## config.mk

```make
export PLATFORM = sky130hd
export DESIGN_NAME = rvc_regs
export DESIGN_NICKNAME = d
export VERILOG_FILES = /design/src/verilog/rvc_pkg.sv /design/src/verilog/rvc_cal_loader.sv /design/src/verilog/rvc_regs.sv
export SDC_FILE = /design/constraint.sdc
export NUM_CORES = 1
export LEC_CHECK = 0
export BUFFER_PORTS_ARGS = -buffer_cell sky130_fd_sc_hd__buf_2
export CAP_MARGIN = 30
export CORE_AREA = 2 2 105 132
export CTS_CLUSTER_DIAMETER = 80
export DETAILED_ROUTE_END_ITERATION = 8
export DIE_AREA = 0 0 107 134
export PLACE_DENSITY = 0.77
export SLEW_MARGIN = 20
export SYNTH_ARGS = -nofsm -noshare
export SYNTH_HDL_FRONTEND = slang
export SYNTH_SLANG_ARGS = --single-unit
```

## constraint.sdc

```tcl
create_clock -name mclk -period 7.3 [get_ports mclk]
set_input_delay 0.73 -clock mclk [delete_from_list [all_inputs] [get_ports mclk]]
set_output_delay 0.73 -clock mclk [all_outputs]
set_load 0.02 [all_outputs]
```

## src/verilog/rvc_pkg.sv

```systemverilog
// Constants for the redundancy status, alignment test and impedance
// calibration control register group.
// Assumes a 16-bit management register port on the register clock.
package rvc_pkg;
  // Register addresses
  localparam logic [15:0] RVC_ADDR_COMPOSITE = 16'h808D;
  localparam logic [15:0] RVC_ADDR_ALIGN = 16'h808E;
  localparam logic [15:0] RVC_ADDR_DIE3 = 16'h8090;
  localparam logic [15:0] RVC_ADDR_DIE2 = 16'h8091;
  localparam logic [15:0] RVC_ADDR_DIE1 = 16'h8092;
  localparam logic [15:0] RVC_ADDR_DIE0 = 16'h8093;
  localparam logic [15:0] RVC_ADDR_CAL = 16'h8098;
  // Reset values
  localparam logic [15:0] RVC_RST_COMPOSITE = 16'h0000;
  localparam logic [15:0] RVC_RST_ALIGN = 16'h0000;
  localparam logic [15:0] RVC_RST_CAL = 16'hBB20;
  localparam logic [15:0] RVC_RST_ZERO = 16'h0000;
  // Composite status fields
  localparam int RVC_BIT_IDLE = 15;
  localparam int RVC_BIT_PRIMARY_A = 14;
  localparam int RVC_BIT_RETIME = 13;
  // Calibration control fields, macro 1 base; macro 2 sits 4 bits lower
  localparam int RVC_BIT_M1_EN = 15;
  localparam int RVC_BIT_M1_CLK = 14;
  localparam int RVC_BIT_M1_CLR_N = 13;
  localparam int RVC_BIT_M1_LOCK = 12;
  localparam int RVC_MACRO_STRIDE = 4;
  localparam int RVC_BIT_RESERVED = 7;
  localparam int RVC_BIT_TERM_N = 6;
  localparam int RVC_BIT_DRV_EN = 5;
  // Writable bits of the calibration control register (bit 7 reserved)
  localparam logic [15:0] RVC_CAL_WMASK = 16'hFF60;
  // Bit value layout: pull-down bits 15..11, pull-up bits 10..6
  localparam int RVC_BV_PD_HI = 15;
  localparam int RVC_BV_PD_LO = 11;
  localparam int RVC_BV_PU_HI = 10;
  localparam int RVC_BV_PU_LO = 6;
  localparam int RVC_STRENGTH_W = 5;
  // Update clock pulses per half and per whole load sequence; strength reset value
  localparam logic [6:0] RVC_HALF_PULSES = 7'h20;
  localparam logic [6:0] RVC_ALL_PULSES = 7'h40;
  localparam logic [4:0] RVC_STRENGTH_RST = 5'h00;
endpackage

```

## src/verilog/rvc_cal_loader.sv

```systemverilog
// Update-clock driven loader of one impedance calibration macro.
// Assumes enable, update clock, clear and lock come from register flops
// on the same clock, and bit values are stable during loading.
`timescale 1ns/10ps
`default_nettype none
module rvc_cal_loader
  import rvc_pkg::*;
(
  // Clock and reset
  input wire logic mclk,
  input wire logic rst,
  // Macro controls
  input wire logic enable,
  input wire logic update_clock,
  input wire logic clear_n,
  input wire logic lock,
  input wire logic [15:0] bit_values,
  // Loaded strengths
  output logic [4:0] pulldown_r,
  output logic [4:0] pullup_r,
  output logic [6:0] pulse_cnt_r
);
  logic clk_prev_r;
  logic clk_rise;
  logic do_clear;
  logic do_pulse;
  logic [6:0] cnt_nxt;

  // Pulse decode; lock freezes the settings, clear needs enable high
  assign clk_rise = update_clock & ~clk_prev_r;
  assign do_clear = enable & ~clear_n & ~lock;
  assign do_pulse = clk_rise & enable & ~lock;
  assign cnt_nxt = (pulse_cnt_r == RVC_ALL_PULSES) ? pulse_cnt_r :
                   pulse_cnt_r + 7'h01;

  // Edge history of the update clock
  always_ff @(posedge mclk or posedge rst) begin
    if (rst) clk_prev_r <= 1'b0;
    else clk_prev_r <= update_clock;
  end

  // Pulse counter and strength registers
  always_ff @(posedge mclk or posedge rst) begin
    if (rst) begin
      pulse_cnt_r <= 7'h00;
      pulldown_r <= RVC_STRENGTH_RST;
      pullup_r <= RVC_STRENGTH_RST;
    end else if (do_clear) begin
      pulse_cnt_r <= 7'h00;
      pulldown_r <= RVC_STRENGTH_RST;
      pullup_r <= RVC_STRENGTH_RST;
    end else if (do_pulse) begin
      pulse_cnt_r <= cnt_nxt;
      if (cnt_nxt == RVC_HALF_PULSES)
        pulldown_r <= bit_values[RVC_BV_PD_HI:RVC_BV_PD_LO];
      if (cnt_nxt == RVC_ALL_PULSES &&
          pulse_cnt_r != RVC_ALL_PULSES)
        pullup_r <= bit_values[RVC_BV_PU_HI:RVC_BV_PU_LO];
    end
  end
endmodule
`default_nettype wire

```

## src/verilog/rvc_regs.sv

```systemverilog
// Redundancy composite status, comma alignment test and impedance
// calibration control registers with die identifier readback.
// Assumes a one-cycle read or write strobe from the management logic
// on mclk; strap pins are asynchronous and synchronised here.
//
// Summary of operation
// - Status bit 15 reads high when idle is requested by register or pin.
// - Status bit 14 is OR of primary-select bit and pin; high is lane A.
// - Status bit 13 is OR of retimer bit and retimer pin.
// - Alignment register upper byte: one disables comma alignment per lane.
// - Alignment register lower byte: one induces an alignment jog per lane.
// - 64-bit die identifier over four read-only words, top slice first.
// - Calibration bit 15 enables macro 1; resets to one.
// - Calibration bit 14 is macro 1 update clock; resets to zero.
// - Bit 13 is macro 1 active-low clear; needs enable high to act.
// - Bit 12 locks macro 1 settings; must be low while loading.
// - Bits 11 to 8 are the same four controls for macro 2.
// - Bit 6 low connects parallel input termination; high removes it.
// - Bit 5 high lets all parallel outputs switch; low stops them.
// - Calibration register resets to 0xBB20.
// - Status and alignment registers reset to zero.
// - Over 64 pulses macros load pull-down then pull-up strength bits.
`timescale 1ns/10ps
`default_nettype none
module rvc_regs
  import rvc_pkg::*;
#(
  parameter int LANES = 8,
  parameter int MACROS = 2
) (
  // Clock and reset
  input wire logic mclk,
  input wire logic rst,
  // Management register port
  input wire logic [15:0] mgmt_addr,
  input wire logic mgmt_wr,
  input wire logic mgmt_rd,
  input wire logic [15:0] mgmt_wdata,
  output logic [15:0] mgmt_rdata_r,
  output logic mgmt_ack_r,
  // Redundancy control register bits, same clock
  input wire logic ctl_idle,
  input wire logic ctl_primary_a,
  input wire logic ctl_retime,
  // Device input pins, asynchronous
  input wire logic pin_idle,
  input wire logic pin_primary_a,
  input wire logic pin_retime,
  // Die identifier fuses, static
  input wire logic [63:0] die_identifier,
  // Per-macro bit value registers, macro 1 in the low word
  input wire logic [16*MACROS-1:0] cal_bit_values,
  // Lane controls
  output logic [LANES-1:0] comma_align_disable_r,
  output logic [LANES-1:0] comma_align_jog_bits_r,
  // Calibration macro controls
  output logic [MACROS-1:0] cal_enable_r,
  output logic [MACROS-1:0] cal_update_clock_r,
  output logic [MACROS-1:0] cal_clear_n_r,
  output logic [MACROS-1:0] cal_lock_r,
  output logic [5*MACROS-1:0] cal_pulldown_r,
  output logic [5*MACROS-1:0] cal_pullup_r,
  // Parallel interface controls
  output logic term_enable_n_r,
  output logic driver_enable_r
);
  logic [2:0] pin_meta_r;
  logic [2:0] pin_sync_r;
  logic [15:0] status_r;
  logic [15:0] status_nxt;
  logic [15:0] align_r;
  logic [15:0] cal_r;
  logic [15:0] cal_nxt;
  logic [15:0] rdata_nxt;
  logic sel_status;
  logic sel_align;
  logic sel_die3;
  logic sel_die2;
  logic sel_die1;
  logic sel_die0;
  logic sel_cal;
  logic wr_align;
  logic wr_cal;

  // Two-stage synchroniser for the strap pins
  always_ff @(posedge mclk or posedge rst) begin
    if (rst) begin
      pin_meta_r <= 3'h0;
      pin_sync_r <= 3'h0;
    end else begin
      pin_meta_r <= {pin_idle, pin_primary_a, pin_retime};
      pin_sync_r <= pin_meta_r;
    end
  end

  // Composite status merge of control bits and pins
  always_comb begin
    status_nxt = RVC_RST_ZERO;
    status_nxt[RVC_BIT_IDLE] = ctl_idle | pin_sync_r[2];
    status_nxt[RVC_BIT_PRIMARY_A] = ctl_primary_a | pin_sync_r[1];
    status_nxt[RVC_BIT_RETIME] = ctl_retime | pin_sync_r[0];
  end

  // Address decode
  assign sel_status = (mgmt_addr == RVC_ADDR_COMPOSITE);
  assign sel_align = (mgmt_addr == RVC_ADDR_ALIGN);
  assign sel_die3 = (mgmt_addr == RVC_ADDR_DIE3);
  assign sel_die2 = (mgmt_addr == RVC_ADDR_DIE2);
  assign sel_die1 = (mgmt_addr == RVC_ADDR_DIE1);
  assign sel_die0 = (mgmt_addr == RVC_ADDR_DIE0);
  assign sel_cal = (mgmt_addr == RVC_ADDR_CAL);
  // Only the two writable registers take writes
  assign wr_align = mgmt_wr & sel_align;
  assign wr_cal = mgmt_wr & sel_cal;
  assign cal_nxt = mgmt_wdata & RVC_CAL_WMASK;

  // Read data select, unmapped addresses read zero
  assign rdata_nxt =
    sel_status ? status_r :
    sel_align ? align_r :
    sel_die3 ? die_identifier[63:48] :
    sel_die2 ? die_identifier[47:32] :
    sel_die1 ? die_identifier[31:16] :
    sel_die0 ? die_identifier[15:0] :
    sel_cal ? cal_r : RVC_RST_ZERO;

  // Status and alignment test registers
  always_ff @(posedge mclk or posedge rst) begin
    if (rst) begin
      status_r <= RVC_RST_COMPOSITE;
      align_r <= RVC_RST_ALIGN;
    end else begin
      status_r <= status_nxt;
      if (wr_align) align_r <= mgmt_wdata;
    end
  end

  // Calibration control register
  always_ff @(posedge mclk or posedge rst) begin
    if (rst) cal_r <= RVC_RST_CAL;
    else if (wr_cal) cal_r <= cal_nxt;
  end

  // Read answer, one cycle after the strobe
  always_ff @(posedge mclk or posedge rst) begin
    if (rst) begin
      mgmt_rdata_r <= RVC_RST_ZERO;
      mgmt_ack_r <= 1'b0;
    end else begin
      mgmt_ack_r <= mgmt_rd | mgmt_wr;
      if (mgmt_rd) mgmt_rdata_r <= rdata_nxt;
    end
  end

  // Lane controls and parallel interface controls
  always_ff @(posedge mclk or posedge rst) begin
    if (rst) begin
      comma_align_disable_r <= '0;
      comma_align_jog_bits_r <= '0;
      term_enable_n_r <= RVC_RST_CAL[RVC_BIT_TERM_N];
      driver_enable_r <= RVC_RST_CAL[RVC_BIT_DRV_EN];
    end else begin
      comma_align_disable_r <= align_r[8 +: LANES];
      comma_align_jog_bits_r <= align_r[0 +: LANES];
      term_enable_n_r <= cal_r[RVC_BIT_TERM_N];
      driver_enable_r <= cal_r[RVC_BIT_DRV_EN];
    end
  end

  // Per-macro control fan-out and strength loaders
  genvar m;
  generate
    for (m = 0; m < MACROS; m++) begin : g_macro
      localparam int B = RVC_BIT_M1_EN - m * RVC_MACRO_STRIDE;
      always_ff @(posedge mclk or posedge rst) begin
        if (rst) begin
          cal_enable_r[m] <= RVC_RST_CAL[B];
          cal_update_clock_r[m] <= RVC_RST_CAL[B-1];
          cal_clear_n_r[m] <= RVC_RST_CAL[B-2];
          cal_lock_r[m] <= RVC_RST_CAL[B-3];
        end else begin
          cal_enable_r[m] <= cal_r[B];
          cal_update_clock_r[m] <= cal_r[B-1];
          cal_clear_n_r[m] <= cal_r[B-2];
          cal_lock_r[m] <= cal_r[B-3];
        end
      end
      rvc_cal_loader u_loader (
        .mclk(mclk),
        .rst(rst),
        .enable(cal_enable_r[m]),
        .update_clock(cal_update_clock_r[m]),
        .clear_n(cal_clear_n_r[m]),
        .lock(cal_lock_r[m]),
        .bit_values(cal_bit_values[16*m +: 16]),
        .pulldown_r(cal_pulldown_r[5*m +: 5]),
        .pullup_r(cal_pullup_r[5*m +: 5]),
        .pulse_cnt_r()
      );
    end
  endgenerate
endmodule
`default_nettype wire

```

==> flow_summary_export.csv, run 1 <==
group,metric,value,unit
logic_synthesis,yosysSeqAreaShare,53.5,%
power_and_ir_drop,switchingPower,0.000338,W
setup_path,critPathMaxStageDelay,0.45,ns
cts,cts_setup_buffers,0,
floorplan,initial_core_util,40.9,%
grt,track_usage,20.8,%
setup_path,cpMaxStageDelayCell,"dfrtp_1",
cts,clock_path_buffers,2,
logic_synthesis,syn_nets,613,
cts,post_cts_resized,0,
power_and_ir_drop,p_sw_share,21.4,%
power_and_ir_drop,peakVddDrop,0.118,mV
cts,htree_levels,4,
sta,setup_viol,0,
sta,post-route-period-util,33.2,%
finish,layout.nets,799,
sta,tns,0,ns
floorplan,fp.dieW,107,um
flow_run,cap_viol_max_count,0,
place,place_ws,4.52,ns
cts,cts_hold_buffers,0,
power_and_ir_drop,fin_total_pwr,0.00158,W
cts,root_buffer,"clkbuf_16",
logic_synthesis,yosys.cell_count.top_type,"dfrtp_1",
logic_synthesis,syn_area_per_cell,11.4,um2
finish,diodes,0,
setup_path,crit_fanout,8,
logic_synthesis,synthTopCellsByCount,"100 x dfrtp_1, 48 x nor2_1, 28 x a21oi_1, 28 x mux2_2, 26 x nand2_1",
logic_synthesis,synth_edf_count,0,
sta,setup_ws,4.88,ns
run_status,status,"finished clean",
power_and_ir_drop,clkPwrFrac,52.2,%
logic_synthesis,synthCells,471,
sta,timing.hold.ws,0.348,ns
logic_synthesis,ys_ff_latch,114,
setup_path,path_cells,"inv_1 -> ha_1 -> nor4bb_1 -> nand4_1 -> a211oi_1 -> nand4bb_1 -> mux2i_1 -> nor2_1",
cts,cts.sinks,114,
routing,drtAntennaViolNets,0,
floorplan,placementRows,47,
setup_path,crit_buf_inv,1,
logic_synthesis,yosysTopAreaCell,"dfrtp_1",
power_and_ir_drop,p_int,0.00124,W
cts,numCtsBuffers,17,
routing,first_pass_iters,5,
logic_synthesis,ys_warn_count,0,
floorplan,die_area,0.0143,mm2
place,portBuffers,188,
floorplan,fp.dieH,134,um
finish,syn2layout_area_growth,30.6,%
logic_synthesis,netlist_top_cells_area,"dfrtp_1 47%, dfstp_2 6.9%, mux2_2 5.9%",
power_and_ir_drop,leakage,3.49,nW
routing,wl_per_cell,17.1,um
cts,clk_latency,0.40,ns
routing,drt_iter0_markers,229,
grt,grt_pass1_vias,4630,
finish,drive_above_1_share,43.6,%
routing,routed_wl,14.4,mm
sta,hold_violations,0,
grt,antenna_found_initial,0,
power_and_ir_drop,pwr-share-seq,41.0,%
grt,grt_pass1_wl,23.1,mm
routing,via_count,4411,
routing,remaining_drc_errors,0,
place,place_hpwl,10.8,mm
sta,fin_crit,2.42,ns
min_path,hold_class,"flop to flop",
setup_path,crit_path_start_kind,"flop",
logic_synthesis,synth-async-reset-ratio,100,%
setup_path,critPathRequiredTime,7.59,ns
cts,cts.clk_slew.worst_paths,0.05,ns
power_and_ir_drop,p_comb_share,6.8,%
routing,via_per_inst,5.24,
grt,grt_max_degree,67,
sta,fmax,0.413,GHz
floorplan,pin_count,201,
floorplan,core,0.0131,mm2
logic_synthesis,yosysUniqueCellTypes,66,
sta,slew_violations,0,
setup_path,critPathCaptureType,"flop",
sta,fin_skew,0.00755,ns
setup_path,cpLargestDelayFamily,"simple AND/OR/NAND/NOR gates",
sta,rsz0062_at_grt,"false",
cts,cts_tree,"done",
grt,grt-ovfl-total,0,
logic_synthesis,synthesis.area,0.00536,mm2
sta,relSlewSlack,45.5,%
logic_synthesis,synthFlopType,"dfrtp_1",
setup_path,crit_type,"flop to flop",
setup_path,arrival,2.71,ns
logic_synthesis,netlist.area_leader.share,46.7,%
sta,worst_pin_slew,0.807,ns
power_and_ir_drop,power.density,226,mW/mm2
place,gp_congestion,0.843,
==> cells in the final DEF (no fill, tap or decap), types with 7 or more instances in the layout <==
| master | netlist | final |
|---|---|---|
| buf_2 | 4 | 188 |
| dfrtp_1 | 100 | 100 |
| nor2_1 | 48 | 48 |
| mux2_2 | 28 | 28 |
| a21oi_1 | 28 | 28 |
| nand2_1 | 26 | 26 |
| o21ai_0 | 24 | 24 |
| clkbuf_16 | 0 | 17 |
| mux2i_1 | 15 | 15 |
| dfstp_2 | 14 | 14 |
| inv_1 | 14 | 13 |
| nand3_1 | 10 | 10 |
| nand2b_1 | 8 | 8 |
| a21o_1 | 8 | 8 |
| nor2b_1 | 7 | 7 |
| o22ai_1 | 7 | 7 |
==> cells by family after synthesis <==
family	synth area share [%]
compound gates	12.8
buf+inv	3.38
simple gates	16.5
xor+xnor	1.63
mux	11.2
fa+ha+maj	0.933
flops	53.5
==> flip-flops by register name, indices dropped and copies added, names as in the netlist, 3 cells and up <==
| signal | flops |
|---|---|
| align_r | 16 |
| mgmt_rdata_r | 16 |
| g_macro.u_loader.pulse_cnt_r | 14 |
| cal_r | 10 |
| g_macro.u_loader.pulldown_r | 10 |
| g_macro.u_loader.pullup_r | 10 |
| comma_align_disable_r | 8 |
| comma_align_jog_bits_r | 8 |
| pin_meta_r | 3 |
| pin_sync_r | 3 |
| status_r | 3 |
==> stage by stage <==
step / cell area (um2) / instances / utilization (%)
finish: 7000 / 841 / 53.4
detailed placement: 6410 / 809 / 48.9
global placement: 6410 / 809 / 48.9
CTS: 7000 / 841 / 53.4
floorplan: 5360 / 471 / -
global route: 7000 / 841 / 53.4
==> final timing paths <==
check / from / end / slack (ns) / cells after the start
min reg2reg: pin_meta_r[2]$_DFF_PP0_ / pin_sync_r[2]$_DFF_PP0_ / 0.35 / 0
max: g_macro[0].u_loader.pulse_cnt_r[0]$_DFFE_PP0P_ / g_macro[0].u_loader.pullup_r[4]$_DFFE_PP0P_ / 4.88 / 8
max reg2reg: g_macro[0].u_loader.pulse_cnt_r[0]$_DFFE_PP0P_ / g_macro[0].u_loader.pullup_r[4]$_DFFE_PP0P_ / 4.88 / 8
max in group asynchronous: rst / align_r[8]$_DFFE_PP0P_ / 5.63 / 3
min in group asynchronous: rst / g_macro[0].u_loader.pulldown_r[1]$_DFFE_PP0P_ / 0.39 / 2
min: pin_meta_r[2]$_DFF_PP0_ / pin_sync_r[2]$_DFF_PP0_ / 0.35 / 0
==> worst reg2reg max path, stage by stage (launching register included) <==
cell and delay, ns:
dfrtp_1 0.45, inv_1 0.11, ha_1 0.17, nor4bb_1 0.40
nand4_1 0.16, a211oi_1 0.31, nand4bb_1 0.37, mux2i_1 0.29
nor2_1 0.06
==> layer usage <==
layer | global-route usage (%) | routed length, um | vias to the layer above
met1 | 24.2 | 5640 | 2130
met4 | 7.72 | 270 | 0
met3 | 4.81 | 901 | 18
li1 | - | - | 2078
met2 | 37.2 | 7550 | 185
met5 | 0 | 0 | -
==> layout make-up <==
class,count,area [um2]
clock buffers,22,464
clock inverters,10,133
fillers,1182,6110
inverters,14,55.1
multi-input cells,320,2310
flip-flops and latches,114,2870
well taps,171,214
repair buffers,190,956
==> power by group through the flow <==
| stage | Combinational, W | Clock (W) | Sequential [W] |
|---|---|---|---|
| after global placement | 0.000106 | 0 | 0.000658 |
| final | 0.000107 | 0.000825 | 0.000649 |
| after global routing | 0.000119 | 0.000876 | 0.000649 |
| after CTS | 0.000109 | 0.000840 | 0.000649 |
| after floorplan | 0.0000425 | 0 | 0.000669 |
| after detailed placement | 0.000109 | 0 | 0.000659 |
(Power assumes the default switching activity.)
==> run 2, diff against run 1 <==
==> constraint.sdc (replaced) <==
create_clock -name mclk -period 2.5 [get_ports mclk]
set_input_delay 0.25 -clock mclk [delete_from_list [all_inputs] [get_ports mclk]]
set_output_delay 0.25 -clock mclk [all_outputs]
set_load 0.02 [all_outputs]
==> run 2 against run 1 <==
Against the previous run:
- the run now ends with hold timing left
- non-clock buffer count rose by 16
- critical path depth rose by 1
- largest cell class unchanged
- via count rose by 3.8%
- critical path type unchanged
- setup slack got worse by 4.8 ns
- clock skew fell by 0.00097 ns
- global-route usage rose by 0.79 points
- power rose to 2.8 times the previous value
==> flow_summary_export.csv, run 2 (same netlist as run 1, synthesis figures left out) <==
group,metric,value,unit
routing,drt_iter0_markers,295,
setup_path,critPathRequiredTime,2.79,ns
sta,post-route-period-util,95.2,%
sta,fmax,0.420,GHz
cts,cts_tree,"done",
place,place_hpwl,11.0,mm
cts,cts.sinks,114,
cts,numCtsBuffers,17,
grt,grt_max_degree,115,
min_path,hold_class,"primary input to async pin",
power_and_ir_drop,peakVddDrop,0.382,mV
cts,htree_levels,4,
routing,routed-wl-met3,864,um
routing,first_pass_iters,5,
setup_path,critPathCaptureType,"flop",
run_status,violations,"hold timing",
place,place_ws,0.0381,ns
sta,hold_violations,14,
finish,multiInputGateArea,0.00231,mm2
power_and_ir_drop,power.density,622,mW/mm2
sta,relSlewSlack,58.0,%
finish,top_regs,"align_r (16), mgmt_rdata_r (16), g_macro.u_loader.pulse_cnt_r (14)",
setup_path,crit_fanout,8,
power_and_ir_drop,fin_total_pwr,0.00441,W
finish,final_core_util,54.1,%
finish,seqCellArea,0.00287,mm2
setup_path,reg2reg_slack,0.12,ns
place,gp_congestion,0.883,
grt,track_usage,21.6,%
routing,drtAntennaViolNets,0,
floorplan,fp.dieW,107,um
cts,root_buffer,"clkbuf_16",
sta,timing.hold.ws,-0.00971,ns
flow_run,cap_viol_max_count,0,
run_status,status,"finished with violations",
setup_path,crit_buf_inv,2,
sta,worst_pin_slew,0.629,ns
grt,grt-ovfl-total,0,
finish,n_fill_cell,1149,
finish,layout.nets,815,
routing,routed_wl,14.8,mm
cts,clock_path_buffers,2,
cts,post_cts_resized,0,
finish,diodes,0,
routing,wl_met1,5.91,mm
routing,wl_per_cell,17.3,um
routing,via_per_inst,5.35,
sta,slew_violations,0,
finish,drive_above_1_share,44.7,%
grt,grt_pass1_vias,4795,
place,portBuffers,188,
setup_path,crit_type,"flop to flop",
sta,rsz0062_at_grt,"false",
power_and_ir_drop,leakage,3.53,nW
grt,grt_pass1_wl,23.9,mm
setup_path,critPathMaxStageDelay,0.45,ns
floorplan,die_area,0.0143,mm2
routing,dr_wl_met2,7.68,mm
sta,setup_ws,0.120,ns
setup_path,arrival,2.67,ns
sta,setup_viol,0,
routing,top_layer_used,"met5",
floorplan,fp.dieH,134,um
floorplan,pin_count,201,
grt,antenna_found_initial,1,
sta,fin_skew,0.00658,ns
sta,fin_crit,2.38,ns
setup_path,crit_path_start_kind,"flop",
floorplan,placementRows,47,
sta,tns,0,ns
setup_path,path_cells,"inv_1 -> ha_1 -> nor4bb_1 -> nand4_1 -> a211oi_1 -> nand4bb_1 -> buf_4 -> mux2i_1 -> nor2_1",
routing,via_count,4580,
finish,final_cell_mix,"188 x buf_2, 100 x dfrtp_1, 48 x nor2_1",
cts,clk_latency,0.41,ns
floorplan,core,0.0131,mm2
finish,final_common_cell,"buf_2",
routing,remaining_drc_errors,0,
finish,syn2layout_area_growth,32.2,%
cts,cts.clk_slew.worst_paths,0.05,ns
setup_path,cpMaxStageDelayCell,"dfrtp_1",
floorplan,initial_core_util,40.9,%
setup_path,cpLargestDelayFamily,"simple AND/OR/NAND/NOR gates",
-- run 2: final timing paths --
path / from / end / cells past startpoint
worst max-delay path: g_macro[0].u_loader.pulse_cnt_r[0]$_DFFE_PP0P_ / g_macro[0].u_loader.pullup_r[1]$_DFFE_PP0P_ / 9
worst min-delay path: rst / status_r[13]$_DFF_PP0_ / 3
worst max register to register: g_macro[0].u_loader.pulse_cnt_r[0]$_DFFE_PP0P_ / g_macro[0].u_loader.pullup_r[1]$_DFFE_PP0P_ / 9
worst min register to register: pin_meta_r[0]$_DFF_PP0_ / pin_sync_r[0]$_DFF_PP0_ / 0
max in group asynchronous: rst / g_macro[1].u_loader.pulse_cnt_r[4]$_DFFE_PP0P_ / 3
min in group mclk: ctl_idle / status_r[15]$_DFF_PP0_ / 2
-- run 2: area by class of cell --
class	instances	area share [%]
Clock buffer	22	6.83
Clock inverter	9	0.812
Tap cell	171	3.02
Timing Repair Buffer	206	15.5
Inverter	14	0.794
Sequential cell	114	40.5
Multi-Input combinational cell	320	32.6
-- run 2: what timing repair did --
action	4_1_cts	5_1_grt
cloned	0	0
pin swaps	1	1
endpoints found under the hold margin	3	0
setup buffers	1	1
setup endpoints to repair	5	5
hold buffers	3	0
-- run 2: metal layers --
metal  track usage, %  vias to the layer above
met5                0                        -
met4             8.80                        2
met3             5.05                       35
met2             37.8                      202
met1             25.4                     2226
li1                 -                     2115
-- run 2: metrics by stage --
step                      area [um2]  instances
after floorplan                 5370        471
after global placement          6500        820
after detailed placement        6500        820
after CTS                       7080        855
after global routing            7090        856
final                           7090        856
-- run 2: tightest hold or removal path: stages --
cell and delay, ns:
buf_2 0.11, clkinvlp_4 0.07, buf_12 0.42
-- run 2: where the power goes --
part	internal, W	switching [W]
clock	0.00136	0.000836
combinational	0.000149	0.000177
sequential	0.00188	0.0000147
